`src/inc/dpsdb_pkg.sv`:
```
// Purpose: Constants and types for the slave diagnostic block builder
// Assumes: 16-byte diagnostic block, byte 0 sent first
// Notes:   Message codes are the device-specific byte 7 values
package dpsdb_pkg;
  localparam int        DPSDB_BLK_LEN   = 16;
  localparam int        DPSDB_USR_LEN   = 5;
  localparam int        DPSDB_USR_FIRST = 11;
  localparam logic [3:0] DPSDB_LAST_IDX = 4'hf;
  localparam logic [7:0] DPSDB_LEN_CODE = 8'h0a;
  localparam logic [7:0] DPSDB_MSG_PRM_LEN = 8'h12;
  localparam logic [7:0] DPSDB_MSG_CFG_LEN = 8'h13;
  localparam logic [7:0] DPSDB_MSG_CFG_ENT = 8'h14;
  localparam logic [7:0] DPSDB_MSG_BUF_CALC = 8'h15;
  localparam logic [7:0] DPSDB_MSG_NO_CFG   = 8'h16;
  localparam logic [7:0] DPSDB_MSG_MISMATCH = 8'h17;
  localparam logic [7:0] DPSDB_MSG_USR_OK   = 8'h40;
  localparam logic [7:0] DPSDB_RST_BYTE     = 8'h00;
  localparam logic [7:0] DPSDB_STAT_BOTH    = 8'h03;

  // Slave status flags feeding the station status bytes
  typedef struct packed {
    logic not_ready;
    logic cfg_fault;
    logic ext_diag;
    logic not_supp;
    logic prm_fault;
    logic prm_req;
    logic stat_diag;
    logic wd_on;
    logic freeze;
    logic sync;
    logic ovf;
  } dpsdb_flags_t;

  // One byte of the outgoing block
  typedef struct packed {
    logic       valid;
    logic       last;
    logic [7:0] data;
  } dpsdb_byte_t;
endpackage

```
`src/hdl/dpsdb_builder.sv`:
```
// Purpose: Builds and streams the 16-byte slave diagnostic block
// Assumes: Master request and error events are one-cycle pulses
// Notes:   Block goes out one byte per cycle; requests while busy merge into one waiting block
`timescale 1ns/10ps
// Notes on behaviour
// (RULE_01) Send the block on master request and whenever an error arises.
// (RULE_02) The bus master collects diagnostics arriving from slaves.
// (RULE_03) Bytes 0 to 5: three station status, master address, two id bytes.
// (RULE_04) Bytes 6 to 15 are device specific; 8 to 10 reserved zero.
// (RULE_05) Bytes 11 to 15 come from the user area the CPU writes.
// (RULE_06) Status 1: bits 0,5,7 zero; other bits map the slave flags.
// (RULE_07) Status 2: bit 2 one, bits 6,7 zero; other bits map flags.
// (RULE_08) Status 3: bits 0 to 6 zero, bit 7 diagnostic overflow.
// (RULE_09) Byte 3 is the address of the parametrizing master.
// (RULE_10) Byte 4 holds id high byte, byte 5 id low byte.
// (RULE_11) Byte 6 length and code, byte 7 the diagnostic message.
// (RULE_12) Byte 6 is fixed 00 001010, ten bytes, code zero.
// (RULE_13) Byte 7 carries one of the listed error or user-valid codes; the code passes ERR_CODE unchecked and sends 00 after reset or delete.
// (RULE_14) Rising valid bit in local status starts a report; bit 1 deletes.
// (RULE_15) A local status with valid and delete both set is ignored.
module dpsdb_builder #(
  parameter int USR_LEN = 5
) (
  input  wire logic                 CORE_CLK,
  input  wire logic                 RST_B,
  input  wire dpsdb_pkg::dpsdb_flags_t FLAGS,
  input  wire logic [7:0]           MASTER_ADDR,
  input  wire logic [15:0]          IDENT_NUM,
  input  wire logic                 DIAG_REQ,
  input  wire logic                 ERR_EVT,
  input  wire logic [7:0]           ERR_CODE,
  input  wire logic                 USR_WR,
  input  wire logic [2:0]           USR_IDX,
  input  wire logic [7:0]           USR_DATA,
  input  wire logic                 STAT_WR,
  input  wire logic [7:0]           STAT_DATA,
  output dpsdb_pkg::dpsdb_byte_t    DIAG_OUT,
  output logic                      BUSY,
  output logic [7:0]                DIAG_MSG
);
  import dpsdb_pkg::*;

  typedef enum logic [1:0] {S_IDLE, S_PREP, S_SEND} dpsdb_state_t;

  dpsdb_state_t state_ff, nxt_state;
  logic [3:0]   idx_ff, nxt_idx;
  logic         pend_ff;
  logic [7:0]   msg_ff;
  logic         stat_vld_ff;
  dpsdb_byte_t  out_ff;
  logic [7:0]   usr_rd;

  // Status byte accepted only when not both valid and delete
  // (RULE_15) reject both bits
  wire logic stat_ok   = STAT_WR && (STAT_DATA[1:0] != DPSDB_STAT_BOTH[1:0]);
  // (RULE_14) rising valid bit
  wire logic usr_start = stat_ok && STAT_DATA[0] && !stat_vld_ff;
  wire logic usr_del   = stat_ok && STAT_DATA[1];
  // (RULE_01) request or error
  wire logic trig      = DIAG_REQ || ERR_EVT || usr_start;

  always_ff @(posedge CORE_CLK or negedge RST_B) begin
    if (!RST_B) begin
      stat_vld_ff <= 1'b0;
    end else if (stat_ok) begin
      stat_vld_ff <= STAT_DATA[0];
    end
  end

  // (RULE_13) message code select, error wins over user valid
  always_ff @(posedge CORE_CLK or negedge RST_B) begin
    if (!RST_B) begin
      msg_ff <= DPSDB_RST_BYTE;
    end else if (ERR_EVT) begin
      msg_ff <= ERR_CODE;
    end else if (usr_start) begin
      msg_ff <= DPSDB_MSG_USR_OK;
    end else if (usr_del) begin
      msg_ff <= DPSDB_RST_BYTE;
    end
  end

  // Pending trigger, consumed by the start from idle; a trigger taken
  // from idle starts its block itself, so it must not also be kept
  always_ff @(posedge CORE_CLK or negedge RST_B) begin
    if (!RST_B) begin
      pend_ff <= 1'b0;
    end else if (state_ff == S_IDLE) begin
      pend_ff <= 1'b0;
    end else if (trig) begin
      pend_ff <= 1'b1;
    end
  end

  wire logic start = (state_ff == S_IDLE) && (pend_ff || trig);

  // (RULE_05) user area write and read
  wire logic [2:0] rd_addr = 3'(idx_ff - 4'(DPSDB_USR_FIRST));

  dpsdb_usr_mem #(
    .DEPTH (USR_LEN),
    .AW    (3)
  ) u_mem (
    .CORE_CLK (CORE_CLK),
    .RST_B    (RST_B),
    .WR_EN    (USR_WR),
    .WR_ADDR  (USR_IDX),
    .WR_DATA  (USR_DATA),
    .RD_ADDR  (rd_addr),
    .RD_DATA  (usr_rd)
  );

  // Byte index lags by one because the user area read is registered
  logic [3:0] sidx_ff;

  // (RULE_06) station status 1
  wire logic [7:0] st1 = {1'b0, FLAGS.prm_fault, 1'b0, FLAGS.not_supp,
                          FLAGS.ext_diag, FLAGS.cfg_fault, FLAGS.not_ready, 1'b0};
  // (RULE_07) station status 2
  wire logic [7:0] st2 = {2'b00, FLAGS.sync, FLAGS.freeze, FLAGS.wd_on,
                          1'b1, FLAGS.stat_diag, FLAGS.prm_req};
  // (RULE_08) station status 3
  wire logic [7:0] st3 = {FLAGS.ovf, 7'h00};

  // (RULE_03) byte mux for the block
  logic [7:0] byte_sel;
  always_comb begin
    byte_sel = DPSDB_RST_BYTE;
    case (sidx_ff)
      4'h0:    byte_sel = st1;
      4'h1:    byte_sel = st2;
      4'h2:    byte_sel = st3;
      // (RULE_09) master address
      4'h3:    byte_sel = MASTER_ADDR;
      // (RULE_10) id high then low
      4'h4:    byte_sel = IDENT_NUM[15:8];
      4'h5:    byte_sel = IDENT_NUM[7:0];
      // (RULE_12) fixed length and code
      4'h6:    byte_sel = DPSDB_LEN_CODE;
      // (RULE_11) diagnostic message
      4'h7:    byte_sel = msg_ff;
      // (RULE_04) reserved bytes
      4'h8, 4'h9, 4'ha: byte_sel = DPSDB_RST_BYTE;
      default: byte_sel = usr_rd;
    endcase
  end

  always_comb begin
    nxt_state = state_ff;
    nxt_idx   = idx_ff;
    case (state_ff)
      S_IDLE: begin
        if (start) begin
          nxt_state = S_PREP;
          nxt_idx   = 4'h0;
        end
      end
      S_PREP: begin
        nxt_state = S_SEND;
        nxt_idx   = 4'h1;
      end
      S_SEND: begin
        if (sidx_ff == DPSDB_LAST_IDX) begin
          nxt_state = S_IDLE;
        end else begin
          nxt_idx = 4'(idx_ff + 4'h1);
        end
      end
      default: nxt_state = S_IDLE;
    endcase
  end

  always_ff @(posedge CORE_CLK or negedge RST_B) begin
    if (!RST_B) begin
      state_ff <= S_IDLE;
      idx_ff   <= 4'h0;
      sidx_ff  <= 4'h0;
    end else begin
      state_ff <= nxt_state;
      idx_ff   <= nxt_idx;
      sidx_ff  <= idx_ff;
    end
  end

  wire logic sending = (state_ff == S_SEND);

  always_ff @(posedge CORE_CLK or negedge RST_B) begin
    if (!RST_B) begin
      out_ff   <= '0;
      BUSY     <= 1'b0;
      DIAG_MSG <= DPSDB_RST_BYTE;
    end else begin
      out_ff.valid <= sending;
      out_ff.last  <= sending && (sidx_ff == DPSDB_LAST_IDX);
      out_ff.data  <= sending ? byte_sel : DPSDB_RST_BYTE;
      BUSY         <= (nxt_state != S_IDLE);
      DIAG_MSG     <= msg_ff;
    end
  end

  assign DIAG_OUT = out_ff;

  a_req_starts: assert property (@(posedge CORE_CLK) disable iff (!RST_B) // RULE_01
    (DIAG_REQ && state_ff == S_IDLE) |-> ##3 DIAG_OUT.valid)
    else $error("request did not start the block");
  a_stat1_fixed: assert property (@(posedge CORE_CLK) disable iff (!RST_B) // RULE_06
    (DIAG_OUT.valid && $past(sidx_ff) == 4'h0) |-> (DIAG_OUT.data[7] == 1'b0
    && DIAG_OUT.data[5] == 1'b0 && DIAG_OUT.data[0] == 1'b0))
    else $error("station status 1 fixed bits wrong");
  a_stat2_fixed: assert property (@(posedge CORE_CLK) disable iff (!RST_B) // RULE_07
    (DIAG_OUT.valid && $past(sidx_ff) == 4'h1) |-> (DIAG_OUT.data[2] && !DIAG_OUT.data[7]))
    else $error("station status 2 fixed bits wrong");
  a_stat3_low: assert property (@(posedge CORE_CLK) disable iff (!RST_B) // RULE_08
    (DIAG_OUT.valid && $past(sidx_ff) == 4'h2) |-> (DIAG_OUT.data[6:0] == 7'h00))
    else $error("station status 3 reserved bits set");
  a_len_code: assert property (@(posedge CORE_CLK) disable iff (!RST_B) // RULE_12
    (DIAG_OUT.valid && $past(sidx_ff) == 4'h6) |-> (DIAG_OUT.data == 8'h0a))
    else $error("length byte wrong");
  a_reserved_zero: assert property (@(posedge CORE_CLK) disable iff (!RST_B) // RULE_04
    (DIAG_OUT.valid && $past(sidx_ff) inside {4'h8, 4'h9, 4'ha}) |-> (DIAG_OUT.data == 8'h00))
    else $error("reserved byte not zero");
  a_block_length: assert property (@(posedge CORE_CLK) disable iff (!RST_B) // RULE_03
    (DIAG_OUT.valid && !$past(DIAG_OUT.valid)) |-> DIAG_OUT.valid[*8] ##8 DIAG_OUT.last)
    else $error("block is not sixteen bytes");
  a_usr_valid_msg: assert property (@(posedge CORE_CLK) disable iff (!RST_B) // RULE_14
    (usr_start && !ERR_EVT) |=> (msg_ff == 8'h40))
    else $error("user start did not set valid code");
  a_both_ignored: assert property (@(posedge CORE_CLK) disable iff (!RST_B) // RULE_15
    (STAT_WR && STAT_DATA[1:0] == 2'b11) |=> $stable(stat_vld_ff))
    else $error("status with both bits was taken");

  c_req: cover property (@(posedge CORE_CLK) disable iff (!RST_B) DIAG_REQ ##[1:20] DIAG_OUT.last);
  c_err: cover property (@(posedge CORE_CLK) disable iff (!RST_B) ERR_EVT ##[1:20] DIAG_OUT.last);
  c_usr: cover property (@(posedge CORE_CLK) disable iff (!RST_B) usr_start ##[1:20] DIAG_OUT.last);
endmodule

```
`src/hdl/dpsdb_usr_mem.sv`:
```
// Purpose: Small register file holding the user diagnostic bytes
// Assumes: One write port, one registered read port
// Notes:   Read data lag the address by one cycle
`timescale 1ns/10ps
module dpsdb_usr_mem #(
  parameter int DEPTH = 5,
  parameter int AW    = 3
) (
  input  wire logic          CORE_CLK,
  input  wire logic          RST_B,
  input  wire logic          WR_EN,
  input  wire logic [AW-1:0] WR_ADDR,
  input  wire logic [7:0]    WR_DATA,
  input  wire logic [AW-1:0] RD_ADDR,
  output logic      [7:0]    RD_DATA
);
  import dpsdb_pkg::*;
  logic [7:0] mem_ff [DEPTH];

  genvar g;
  generate
    for (g = 0; g < DEPTH; g++) begin : g_cell
      always_ff @(posedge CORE_CLK or negedge RST_B) begin
        if (!RST_B) begin
          mem_ff[g] <= DPSDB_RST_BYTE;
        end else if (WR_EN && (WR_ADDR == AW'(g))) begin
          mem_ff[g] <= WR_DATA;
        end
      end
    end
  endgenerate

  wire logic [7:0] rd_sel = (int'(RD_ADDR) < DEPTH) ? mem_ff[RD_ADDR] : DPSDB_RST_BYTE;

  always_ff @(posedge CORE_CLK or negedge RST_B) begin
    if (!RST_B) begin
      RD_DATA <= DPSDB_RST_BYTE;
    end else begin
      RD_DATA <= rd_sel;
    end
  end
endmodule

```
`config.mk`:
```
export PLATFORM = sky130hd
export DESIGN_NAME = dpsdb_builder
export DESIGN_NICKNAME = d
export VERILOG_FILES = /design/src/inc/dpsdb_pkg.sv /design/src/hdl/dpsdb_builder.sv /design/src/hdl/dpsdb_usr_mem.sv
export SDC_FILE = /design/constraint.sdc
export NUM_CORES = 1
export LEC_CHECK = 0
export BUFFER_PORTS_ARGS = -buffer_cell sky130_fd_sc_hd__buf_4
export CORE_MARGIN = 2
export CORE_UTILIZATION = 45
export CTS_BUF_LIST = sky130_fd_sc_hd__clkbuf_16
export DETAILED_ROUTE_END_ITERATION = 6
export HOLD_SLACK_MARGIN = 0.1
export MAX_ROUTING_LAYER = met4
export PLACE_DENSITY = 0.68
export REMOVE_ABC_BUFFERS = 1
export SYNTH_ARGS = -nofsm -noshare
export SYNTH_HDL_FRONTEND = slang
export SYNTH_SLANG_ARGS = --single-unit
```
`constraint.sdc`:
```
create_clock -name CORE_CLK -period 5.81 [get_ports CORE_CLK]
set_clock_uncertainty 0.1 [all_clocks]
set_input_delay 1.162 -clock CORE_CLK [delete_from_list [all_inputs] [get_ports CORE_CLK]]
set_output_delay 1.162 -clock CORE_CLK [all_outputs]
set_load 0.005 [all_outputs]
```
# Word-level counts from Yosys, hierarchy flattened
# Cells that the tools add are included.
[classes] addsub=2 order_cmp=2 eq_ne=20 mux=17 bitwise=1 n_reduce_logical=24
[op_table] cell="$pmux W8 S9" n=1
[op_table] cell="$mux W8" n=7
[op_table] cell="$bmux W8 S3" n=1
[op_table] cell="$eq A4 B3 Y1 const B" n=4
[op_table] cell="$eq A4 B4 Y1 const B" n=4
[op_table] cell="$pmux W4 S3" n=1
[op_table] cell="$logic_and A1 B1 Y1" n=11
[op_table] cell="$eq A4 B2 Y1 const B" n=2
[op_table] cell="$mux W4" n=2
[op_table] cell="$eq A3 B2 Y1 const B" n=2
[op_table] cell="$ne A2 B2 Y1 const B" n=3
[op_table] cell="$pmux W2 S3" n=1
[op_table] cell="$reduce_bool A3 Y1" n=2
[op_table] cell="$add A4 B1 Y4 const B" n=1
[op_table] cell="$eq A4 B1 Y1 const B" n=1
[op_table] cell="$ge A4 B4 Y1 const B" n=1
[op_table] cell="$logic_not A4 Y1" n=1
[op_table] cell="$mux W2" n=2
[op_table] cell="$not A3 Y4" n=1
[op_table] cell="$reduce_bool A2 Y1" n=2
[op_table] cell="$eq A3 B1 Y1 const B" n=1
[op_table] cell="$eq A3 B3 Y1 const B" n=1
[op_table] cell="$logic_not A3 Y1" n=1
[op_table] cell="$logic_or A1 B1 Y1" n=3
[op_table] cell="9 further kinds" n=10
[word_totals] regBits=87 in_bits=68 out_inout_bits=19 wordCells=83

# Longest topological paths before layout
# Gate-level depths: netlist of the first run.
[depth] word_depth=10 depth_mapped=7 ltp_nobuf=6

# By module
# A second synthesis of the first run with hierarchy kept.
[hier_totals] cells_unflattened=321 area_unflattened_um2=4086.4
[modules_own_cells] module="dpsdb_usr_mem" instances=1 cells_per_inst=135 area_each_um2=2052.0 seq_area_each_um2=1201.2
[modules_own_cells] module="dpsdb_builder" instances=1 cells_per_inst=186 area_each_um2=2034.5 seq_area_each_um2=975.9

# Least setup slack after synthesis of the first run
# No wires, ideal clock.
[synth_timing] kind="in2reg" startpoint="input port USR_IDX[2]" endpoint="register u_mem.mem_ff[32] (netlist name)" setup_ns=0.125 arrival_time_ns=2.174 required_ns=5.585 setup_slack_ns=3.411 stages=3 path_buffers=0 cell_sequence="and2b_1 > nor3b_2 > mux2_2"
[synth_between] elab_chain_cells=2
[synth_rtl] item="start: declaration" line="dpsdb_builder.sv:33" rtl="input wire logic [2:0] USR_IDX,"
[synth_rtl] item="$logic_not A3 Y1" line="dpsdb_usr_mem.sv:26" rtl="end else if (WR_EN && (WR_ADDR == AW'(g))) begin"
[synth_rtl] item="$logic_and A1 B1 Y1" line="dpsdb_usr_mem.sv:26"
[synth_rtl] item="end signal: indexed assignment" line="dpsdb_usr_mem.sv:25" rtl="mem_ff[g] <= DPSDB_RST_BYTE;"
[synth_rtl] item="end signal: indexed assignment" line="dpsdb_usr_mem.sv:27" rtl="mem_ff[g] <= WR_DATA;"
[synth_rtl] item="end: declaration" line="dpsdb_usr_mem.sv:18" rtl="logic [7:0] mem_ff [DEPTH];"
# Every way passes these cells.
# A chain may end at the register's enable or synchronous reset.

# Final worst setup path of the first run
[layout_timing] startpoint="input port USR_IDX[2]" endpoint="register u_mem.mem_ff[37] (netlist name)"
# The elaborated chain is that of the path after synthesis.

==> results of run 1 <==
## metal layers
metal  routed length (um)  share of wire (%)
met1                 4050                 44
met2                 4270                 47
met3                  754                8.3
met4                   31               0.34
met5                    0                  0
## state kept, by name (all words and copies together), names as in the netlist
| name | cells |
|---|---|
| u_mem.mem_ff | 40 |
| DIAG_OUT | 10 |
| DIAG_MSG | 8 |
| msg_ff | 8 |
| u_mem.RD_DATA | 8 |
| idx_ff | 4 |
| sidx_ff | 4 |
| state_ff | 2 |
| BUSY | 1 |
| pend_ff | 1 |
| stat_vld_ff | 1 |
## synth_stat cells, drive strengths merged, types with 3 or more instances
library cell	n
nor2b	3
o21ai	20
dfrtp	87
clkbuf	6
nand2	24
nor2	22
a21oi	17
mux2	47
ha	5
mux2i	9
a21o	3
o221a	3
o221ai	3
a22o	8
a31oi	3
a211oi	3
a211o	3
inv	11
nand3	7
nor3b	8
buf	12
## power breakdown
part | leakage [nW] | internal, mW | switching, mW
clock network | 0.146 | 0.334 | 0.230
registers | 1.03 | 0.737 | 0.0751
logic | 1.15 | 0.211 | 0.160
## how the worst min path moves through the flow
stage / cells after the start / end / from
after floorplan: 0 / DIAG_MSG[6]$_DFF_PN0_ / msg_ff[6]$_DFFE_PN0P_
after global placement: 0 / DIAG_MSG[4]$_DFF_PN0_ / msg_ff[4]$_DFFE_PN0P_
after detailed placement: 0 / DIAG_MSG[4]$_DFF_PN0_ / msg_ff[4]$_DFFE_PN0P_
after CTS: 0 / DIAG_MSG[7]$_DFF_PN0_ / msg_ff[7]$_DFFE_PN0P_
after global routing: 0 / DIAG_MSG[5]$_DFF_PN0_ / msg_ff[5]$_DFFE_PN0P_
final: 0 / DIAG_MSG[7]$_DFF_PN0_ / msg_ff[7]$_DFFE_PN0P_
## kinds of logic after synthesis
group           Yosys count  synth area share, %
compound gates           82                 14.5
xor+xnor                  1                0.401
fa+ha+maj                 5                 1.54
buf+inv                  29                 3.42
flops                    87                 53.6
mux                      58                 16.4
simple gates             78                 10.2
## final cells by class
type	instances	area (um2)
tap	108	135
sequential	87	2180
clock buffer	9	225
timing repair buffer	83	623
multi-input combinational	224	1740
inverter	11	41.3
clock inverter	7	73.8
fill	738	3700
## stage by stage
stage,instance area [um2],power [mW],utilization [%],hold WS (ns)
2_1_floorplan,3960,1.03,-,0.274
3_3_place_gp,4720,1.18,54.1,0.282
3_5_place_dp,4720,1.20,54.1,0.284
4_1_cts,5020,1.77,57.6,0.297
5_1_grt,5020,1.84,57.6,0.312
6_report,5020,1.75,57.6,0.304
## critical path, cell delays in order
cell	delay (ns)
buf_4	0.11
and2b_1	0.22
nor3b_2	0.63
mux2_2	0.41
==> results_dict.tcl, run 1 <==
set metrics [dict create \
    place_inst 513 \
    grtUsageMet3_pct 5.11 \
    busiest_layer "met2" \
    fp.dieW_um 99.0 \
    diodes 0 \
    yosysSeqAreaShare_pct 53.6 \
    core_area_mm2 0.00872 \
    drc 0 \
    cts_buffers 9 \
    layout_common_cells "dfrtp_1 (87), buf_4 (83), mux2_2 (47)" \
    synthTopCellsByArea "dfrtp_1 (54%), mux2_2 (13%), o21ai_0 (2.3%)" \
    grt_pass1_wl_um 14800 \
    synth.avg_cell_area_um2 11.9 \
    grt_max_degree 68 \
    worstPathArrival_ns 2.54 \
    worstRegToRegCells 4 \
    h-tree-depth 3 \
    fin_crit_sh_pct 41.7 \
    dp_hpwl_um 6440 \
    drt_wl_total_um 9100 \
    layout-area-overhead-vs-synth_pct 23.6 \
    regToRegSetupSlack_ns 3.45 \
    ys_async_sr_fraction_pct 100 \
    yosys_most_used_dff "dfrtp_1" \
    syn_inst 340 \
    grt_setup_unrepaired "no" \
    worst_r2r_startpoint "sidx_ff[2]$_DFF_PN0_" \
    post-synth-top-area-cell "dfrtp_1" \
    clkTransAtPathRegs_ns 0.06 \
    setup_viol 0 \
    gr-total-overflow 0 \
    drt_iter0_drc 224 \
    cts_tree "done" \
    post_drt_wl_per_cell_um 17.2 \
    worstSetupEndpoint "u_mem.mem_ff[37]$_DFFE_PN0P_" \
    yosysTopAreaCellShare_pct 53.6 \
    grt_use_total_pct 19.8 \
    endpoint_kind "register" \
    vdd_ir_drop_max_mv 0.210 \
    yosysUniqueCellTypes 58 \
    status "complete, no violations" \
    worstMarginPinSlew_ns 0.990 \
    cts_hold_buffers 0 \
    crit_path_start_kind "input port" \
    place_ws_ns 3.01 \
    drive_gt1_share_pct 38.0 \
    setup.worst_path.class "input port to register" \
    r2r_end "BUSY$_DFF_PN0_" \
    crit_start "USR_IDX[2]" \
    required_ns 5.92 \
    post_cts_resize_count 0 \
    nNetsFinal 489 \
    gp_congestion 0.792 \
    cp_max_fo 8 \
    finalNonFillerCells 529 \
    ant_nets 0 \
    netlist_area_mm2 0.00406 \
    p_leak_nw 2.32 \
    min_path_type "register to register" \
    use_met2_pct 29.5 \
    clockBufferDepth 2 \
    root_buffer "clkbuf_16" \
    power_density_mw_per_mm2 348 \
    placementRows 34 \
    dieArea_mm2 0.00980 \
    first_global_vias 2870 \
    ys_ff_latch 87 \
    slew_viol_final 0 \
    via_per_inst 5.58 \
    insertion_delay_ns 0.33 \
    maxCapViolations 0 \
    chipHeight_um 99.0 \
    cts_setup_buffers 0 \
    use_met1_pct 27.5 \
    setup_tns_ns 0 \
    setup_slack_ns 3.39 \
    synth_edf_count 0 \
    dr.pass1.iters 4 \
    yosys_warnings 0 \
    cts.sinks 87 \
    antenna_found_initial 0 \
    vias 2953 \
    mostFrequentLayoutCell "dfrtp_1" \
    port_buffers 80 \
    pin_count 87 \
    initial_core_util_pct 46.6 \
    max_slew_margin_pct 34.0 \
    hold_viol 0 \
    post-route-min-period_ns 2.42 \
    max_freq_mhz 412 \
]
No activity file was read; power rests on OpenSTA's default activity.
==> inputs of run 2 (changes only) <==
Clock period 5.81 ns to 2.3 ns, I/O delays scaled along.
==> run 2 against run 1 <==
  * Combinational power grew to 2.6 times the previous value
  * First-iteration DRC count is 33% lower
  * Critical endpoint is now u_mem.RD_DATA[3]$_DFF_PN0_
  * Largest cell class unchanged
  * Largest power group unchanged
  * Design area up 1.6%
  * Die area unchanged
  * Worst hold slack worse by 0.041 ns
==> results_dict.tcl, run 2 (synthesis gave the netlist of run 1 again) <==
set metrics [dict create \
    status "complete, no violations" \
    use_met1_pct 26.8 \
    core_area_mm2 0.00872 \
    crit_chain "ha_1, xnor2_2, buf_12, mux2_2, a21oi_1, o21ai_0" \
    layout_common_cells "buf_4 (90), dfrtp_1 (87), mux2_2 (47)" \
    setup_viol 0 \
    max_stage_delay_ns 0.41 \
    layout-area-overhead-vs-synth_pct 25.7 \
    cts_hold_buffers 1 \
    placementRows 34 \
    worstPathArrival_ns 2.03 \
    vias 2998 \
    internal_power_mw 3.15 \
    crit_slowest_cell "dfrtp_1" \
    post_drt_wl_per_cell_um 16.7 \
    h-tree-depth 3 \
    post_cts_resize_count 0 \
    crit_family "flip-flops" \
    grt_setup_unrepaired "no" \
    max_slew_margin_pct 55.7 \
    gr-total-overflow 0 \
    nNetsFinal 499 \
    post_dp_cell_area_mm2 0.00481 \
    root_buffer "clkbuf_16" \
    slew_viol_final 0 \
    largest_register "u_mem.mem_ff" \
    insertion_delay_ns 0.33 \
    worst-path-buf-inv 1 \
    antenna_found_initial 0 \
    worst_r2r_startpoint "idx_ff[1]$_DFFE_PN0P_" \
    post-route-min-period_ns 1.96 \
    gp_congestion 0.818 \
    final_util_pct 58.5 \
    clkTransAtPathRegs_ns 0.06 \
    cts.sinks 87 \
    fin_crit_sh_pct 85.1 \
    grt_pass1_wl_um 14800 \
    cts_buffers 9 \
    required_ns 2.37 \
    dp_hpwl_um 6560 \
    regArea_mm2 0.00218 \
    finish.instance_area_mm2 0.00510 \
    holdWs_ns 0.263 \
    min_from "ERR_CODE[6]" \
    setup.worst_path.class "register to register" \
    vdd_ir_drop_max_mv 0.426 \
    use_met2_pct 29.3 \
    p_leak_nw 2.37 \
    drt_wl_total_um 9010 \
    drc 0 \
    place_inst 522 \
    ant_nets 0 \
    clockBufferDepth 2 \
    max_freq_mhz 511 \
    min_path_type "input port to register" \
    endpoint_kind "register" \
    grt_max_degree 38 \
    grt_use_total_pct 19.7 \
    first_global_vias 2949 \
    mostFrequentLayoutCell "buf_4" \
    diodes 0 \
    cp_max_fo 23 \
    swShare_pct 27.6 \
    switchingPower_mw 1.20 \
    crit_start "idx_ff[1]$_DFFE_PN0P_" \
    setup_tns_ns 0 \
    pin_count 87 \
    initial_core_util_pct 46.6 \
    p_comb_share_pct 22.4 \
    worstMarginPinSlew_ns 0.663 \
    busiest_layer "met2" \
    drt_iter0_drc 149 \
    via_per_inst 5.56 \
    port_buffers 80 \
    dr.pass1.iters 4 \
    finalNonFillerCells 539 \
    p_clk_share_pct 31.0 \
    maxCapViolations 0 \
    cts_tree "done" \
    fp.dieW_um 99.0 \
    cts_setup_buffers 0 \
    drive_gt1_share_pct 39.7 \
    power_density_mw_per_mm2 854 \
    largest_reg_flops 40 \
    chipHeight_um 99.0 \
    setup_slack_ns 0.342 \
    grtUsageMet3_pct 3.83 \
    place_ws_ns 0.358 \
    total_power_mw 4.36 \
    multi_input_comb_area_mm2 0.00174 \
    fillCellCount 731 \
    crit_path_start_kind "register" \
    hold_viol 0 \
    dieArea_mm2 0.00980 \
    power_frac_seq_pct 46.6 \
]
## run 2: changes by cell type in the layout (fill, tap and decap cells not counted), moves of 2 or more
cell | previous run | this run
buf_12 | 0 | 2
buf_4 | 83 | 90
clkinv_2 | 0 | 2
inv_6 | 0 | 4
## run 2: worst paths after layout
check                                               endpoint  slack [ns]  cells past startpoint
worst max-delay path              u_mem.RD_DATA[3]$_DFF_PN0_        0.34                      6
worst min-delay path                   msg_ff[6]$_DFFE_PN0P_        0.26                      3
worst max register to register    u_mem.RD_DATA[3]$_DFF_PN0_        0.34                      6
worst min register to register         DIAG_MSG[4]$_DFF_PN0_        0.31                      0
max in group asynchronous       u_mem.mem_ff[25]$_DFFE_PN0P_        0.95                      3
min in group asynchronous              DIAG_MSG[2]$_DFF_PN0_        0.53                      2
## run 2: tightest hold or removal path, delay by kind of cell
kind	cells	cell delay, ns
buffers and inverters	1	0.08
and+or+nand+nor	1	0.07
muxes	1	0.06
## run 2: per-layer routing
metal	vias to the layer above	part of all wire, %
li1	1420	-
met1	1452	46
met2	107	45
met4	0	2.1
met5	-	0
met3	19	7.1
## run 2: power by group through the flow
| stage | Sequential, mW | Combinational [mW] | Clock, mW |
|---|---|---|---|
| after floorplan | 2.03 | 0.573 | 0 |
| after global placement | 2.05 | 0.956 | 0 |
| after detailed placement | 2.06 | 0.981 | 0 |
| after CTS | 2.03 | 0.987 | 1.38 |
| after global routing | 2.07 | 1.08 | 1.45 |
| final | 2.03 | 0.975 | 1.35 |
## run 2: area by class of cell
| class | count | area share (%) |
|---|---|---|
| flip-flops and latches | 87 | 42.7 |
| multi-input cells | 224 | 34.2 |
| repair buffers | 93 | 14.2 |
| clock buffers | 9 | 4.41 |
| well taps | 108 | 2.65 |
| clock inverters | 7 | 1.05 |
| inverters | 11 | 0.809 |
==> inputs of run 3 (changes only) <==
Settings changed: CORE_UTILIZATION 45 to 30, PLACE_DENSITY 0.68 to not set.
==> run 3 against run 2 <==
  * Combinational power up 0.9%
  * Highest routed layer unchanged
  * Critical path type unchanged
  * Sequential cell count unchanged
  * Largest power group unchanged
  * Worst hold slack worse by 0.0083 ns
==> results_dict.tcl, run 3 (synthesis gave the netlist of run 1 again) <==
set metrics [dict create \
    max_freq_mhz 500 \
    post_dp_cell_area_mm2 0.00493 \
    crit_path_start_kind "register" \
    largest_reg_flops 40 \
    largest_register "u_mem.mem_ff" \
    post_drt_wl_per_cell_um 15.6 \
    use_met1_pct 19.3 \
    cts_setup_buffers 0 \
    required_ns 2.37 \
    clkTransAtPathRegs_ns 0.07 \
    chipHeight_um 120 \
    nNetsFinal 503 \
    switchingPower_mw 1.20 \
    diodes 0 \
    p_clk_share_pct 34.0 \
    mostFrequentLayoutCell "buf_4" \
    grt_pass1_wl_um 15700 \
    finish.instance_area_mm2 0.00526 \
    first_global_vias 3035 \
    pin_count 87 \
    p_leak_nw 2.41 \
    dieArea_mm2 0.0145 \
    setup.worst_path.class "register to register" \
    final_util_pct 39.7 \
    max_slew_margin_pct 64.8 \
    p_comb_share_pct 21.5 \
    fp.dieW_um 120 \
    internal_power_mw 3.37 \
    worstMarginPinSlew_ns 0.527 \
    use_met2_pct 20.3 \
    vias 2983 \
    cts_tree "done" \
    h-tree-depth 3 \
    power_frac_seq_pct 44.5 \
    cts_buffers 9 \
    min_path_type "input port to register" \
    insertion_delay_ns 0.34 \
    status "complete, no violations" \
    via_per_inst 4.89 \
    hold_viol 0 \
    drc 0 \
    grt_use_total_pct 14.2 \
    drt_wl_total_um 9500 \
    gr-total-overflow 0 \
    cp_max_fo 23 \
    post-route-min-period_ns 2.00 \
    vdd_ir_drop_max_mv 0.383 \
    grt_max_degree 38 \
    clockBufferDepth 2 \
    busiest_layer "met2" \
    dr.pass1.iters 4 \
    cts.sinks 87 \
    placementRows 42 \
    antenna_found_initial 0 \
    grtUsageMet3_pct 3.54 \
    drive_gt1_share_pct 40.1 \
    ant_nets 0 \
    slew_viol_final 0 \
    dp_hpwl_um 6870 \
    swShare_pct 26.3 \
    cts_hold_buffers 1 \
    layout_common_cells "buf_4 (94), dfrtp_1 (87), mux2_2 (47)" \
    port_buffers 80 \
    core_area_mm2 0.0132 \
    worstPathArrival_ns 2.07 \
    layout-area-overhead-vs-synth_pct 29.4 \
    setup_viol 0 \
    grt_setup_unrepaired "no" \
    fin_crit_sh_pct 86.9 \
    root_buffer "clkbuf_16" \
    post_cts_resize_count 0 \
    drt_iter0_drc 286 \
    endpoint_kind "register" \
    initial_core_util_pct 30.7 \
    power_density_mw_per_mm2 870 \
    maxCapViolations 0 \
    gp_congestion 0.854 \
    setup_tns_ns 0 \
]
==> run 3: cell count changes in the layout (fill, tap and decap cells not counted) <==
cell       previous run  this run
buf_4                90        94
bufinv_16             0         2
clkinv_2              2         1
inv_6                 4         2
==> run 3: per-layer routing <==
metal / up-vias / part of all wire (%) / wire length, um
li1: 1425 / - / -
met1: 1425 / 47 / 4460
met2: 119 / 43 / 4110
met3: 14 / 8.1 / 769
met4: 0 / 1.7 / 158
met5: - / 0 / 0
==> run 3: final timing paths <==
| kind | from | endpoint | slack, ns | depth (start not counted) |
|---|---|---|---|---|
| max | idx_ff[1]$_DFFE_PN0P_ | u_mem.RD_DATA[1]$_DFF_PN0_ | 0.30 | 6 |
| min | ERR_CODE[6] | msg_ff[6]$_DFFE_PN0P_ | 0.25 | 3 |
| max reg2reg | idx_ff[1]$_DFFE_PN0P_ | u_mem.RD_DATA[1]$_DFF_PN0_ | 0.30 | 6 |
| min reg2reg | msg_ff[5]$_DFFE_PN0P_ | DIAG_MSG[5]$_DFF_PN0_ | 0.31 | 0 |
| max in group asynchronous | RST_B | DIAG_OUT[5]$_DFF_PN0_ | 0.95 | 3 |
| min in group asynchronous | RST_B | DIAG_MSG[2]$_DFF_PN0_ | 0.53 | 2 |
==> run 3: through the flow <==
step                      hold WS (ns)  total power [mW]  worst slack (ns)  std cells
after floorplan                 0.0644              2.60            -0.220        322
after global placement           0.287              3.02             0.381        594
final                            0.255              4.57             0.301        610
after CTS                        0.244              4.62             0.313        610
after detailed placement         0.294              3.05             0.366        594
after global routing             0.246              4.84             0.183        610
==> run 3: worst max-delay path, stage by stage (launching register included) <==
cell	delay [ns]
dfrtp_1	0.42
ha_1	0.25
xnor2_2	0.22
buf_12	0.19
mux2_2	0.34
a21oi_1	0.13
o21ai_0	0.16
==> run 3: final cells by class <==
| type | instances | area [um2] |
|---|---|---|
| Tap cell | 176 | 220 |
| Fill cell | 1296 | 7990 |
| Inverter | 11 | 41.3 |
| Multi-Input combinational cell | 224 | 1740 |
| Sequential cell | 87 | 2180 |
| Clock inverter | 6 | 91.3 |
| Timing Repair Buffer | 97 | 756 |
| Clock buffer | 9 | 225 |
==> run 3: power by group through the flow <==
stage / logic [mW] / clock network [mW] / registers [mW]
2_1_floorplan: 0.573 / 0 / 2.03
3_3_place_gp: 0.969 / 0 / 2.05
3_5_place_dp: 0.987 / 0 / 2.06
4_1_cts: 0.997 / 1.59 / 2.03
5_1_grt: 1.10 / 1.68 / 2.07
6_report: 0.984 / 1.55 / 2.03
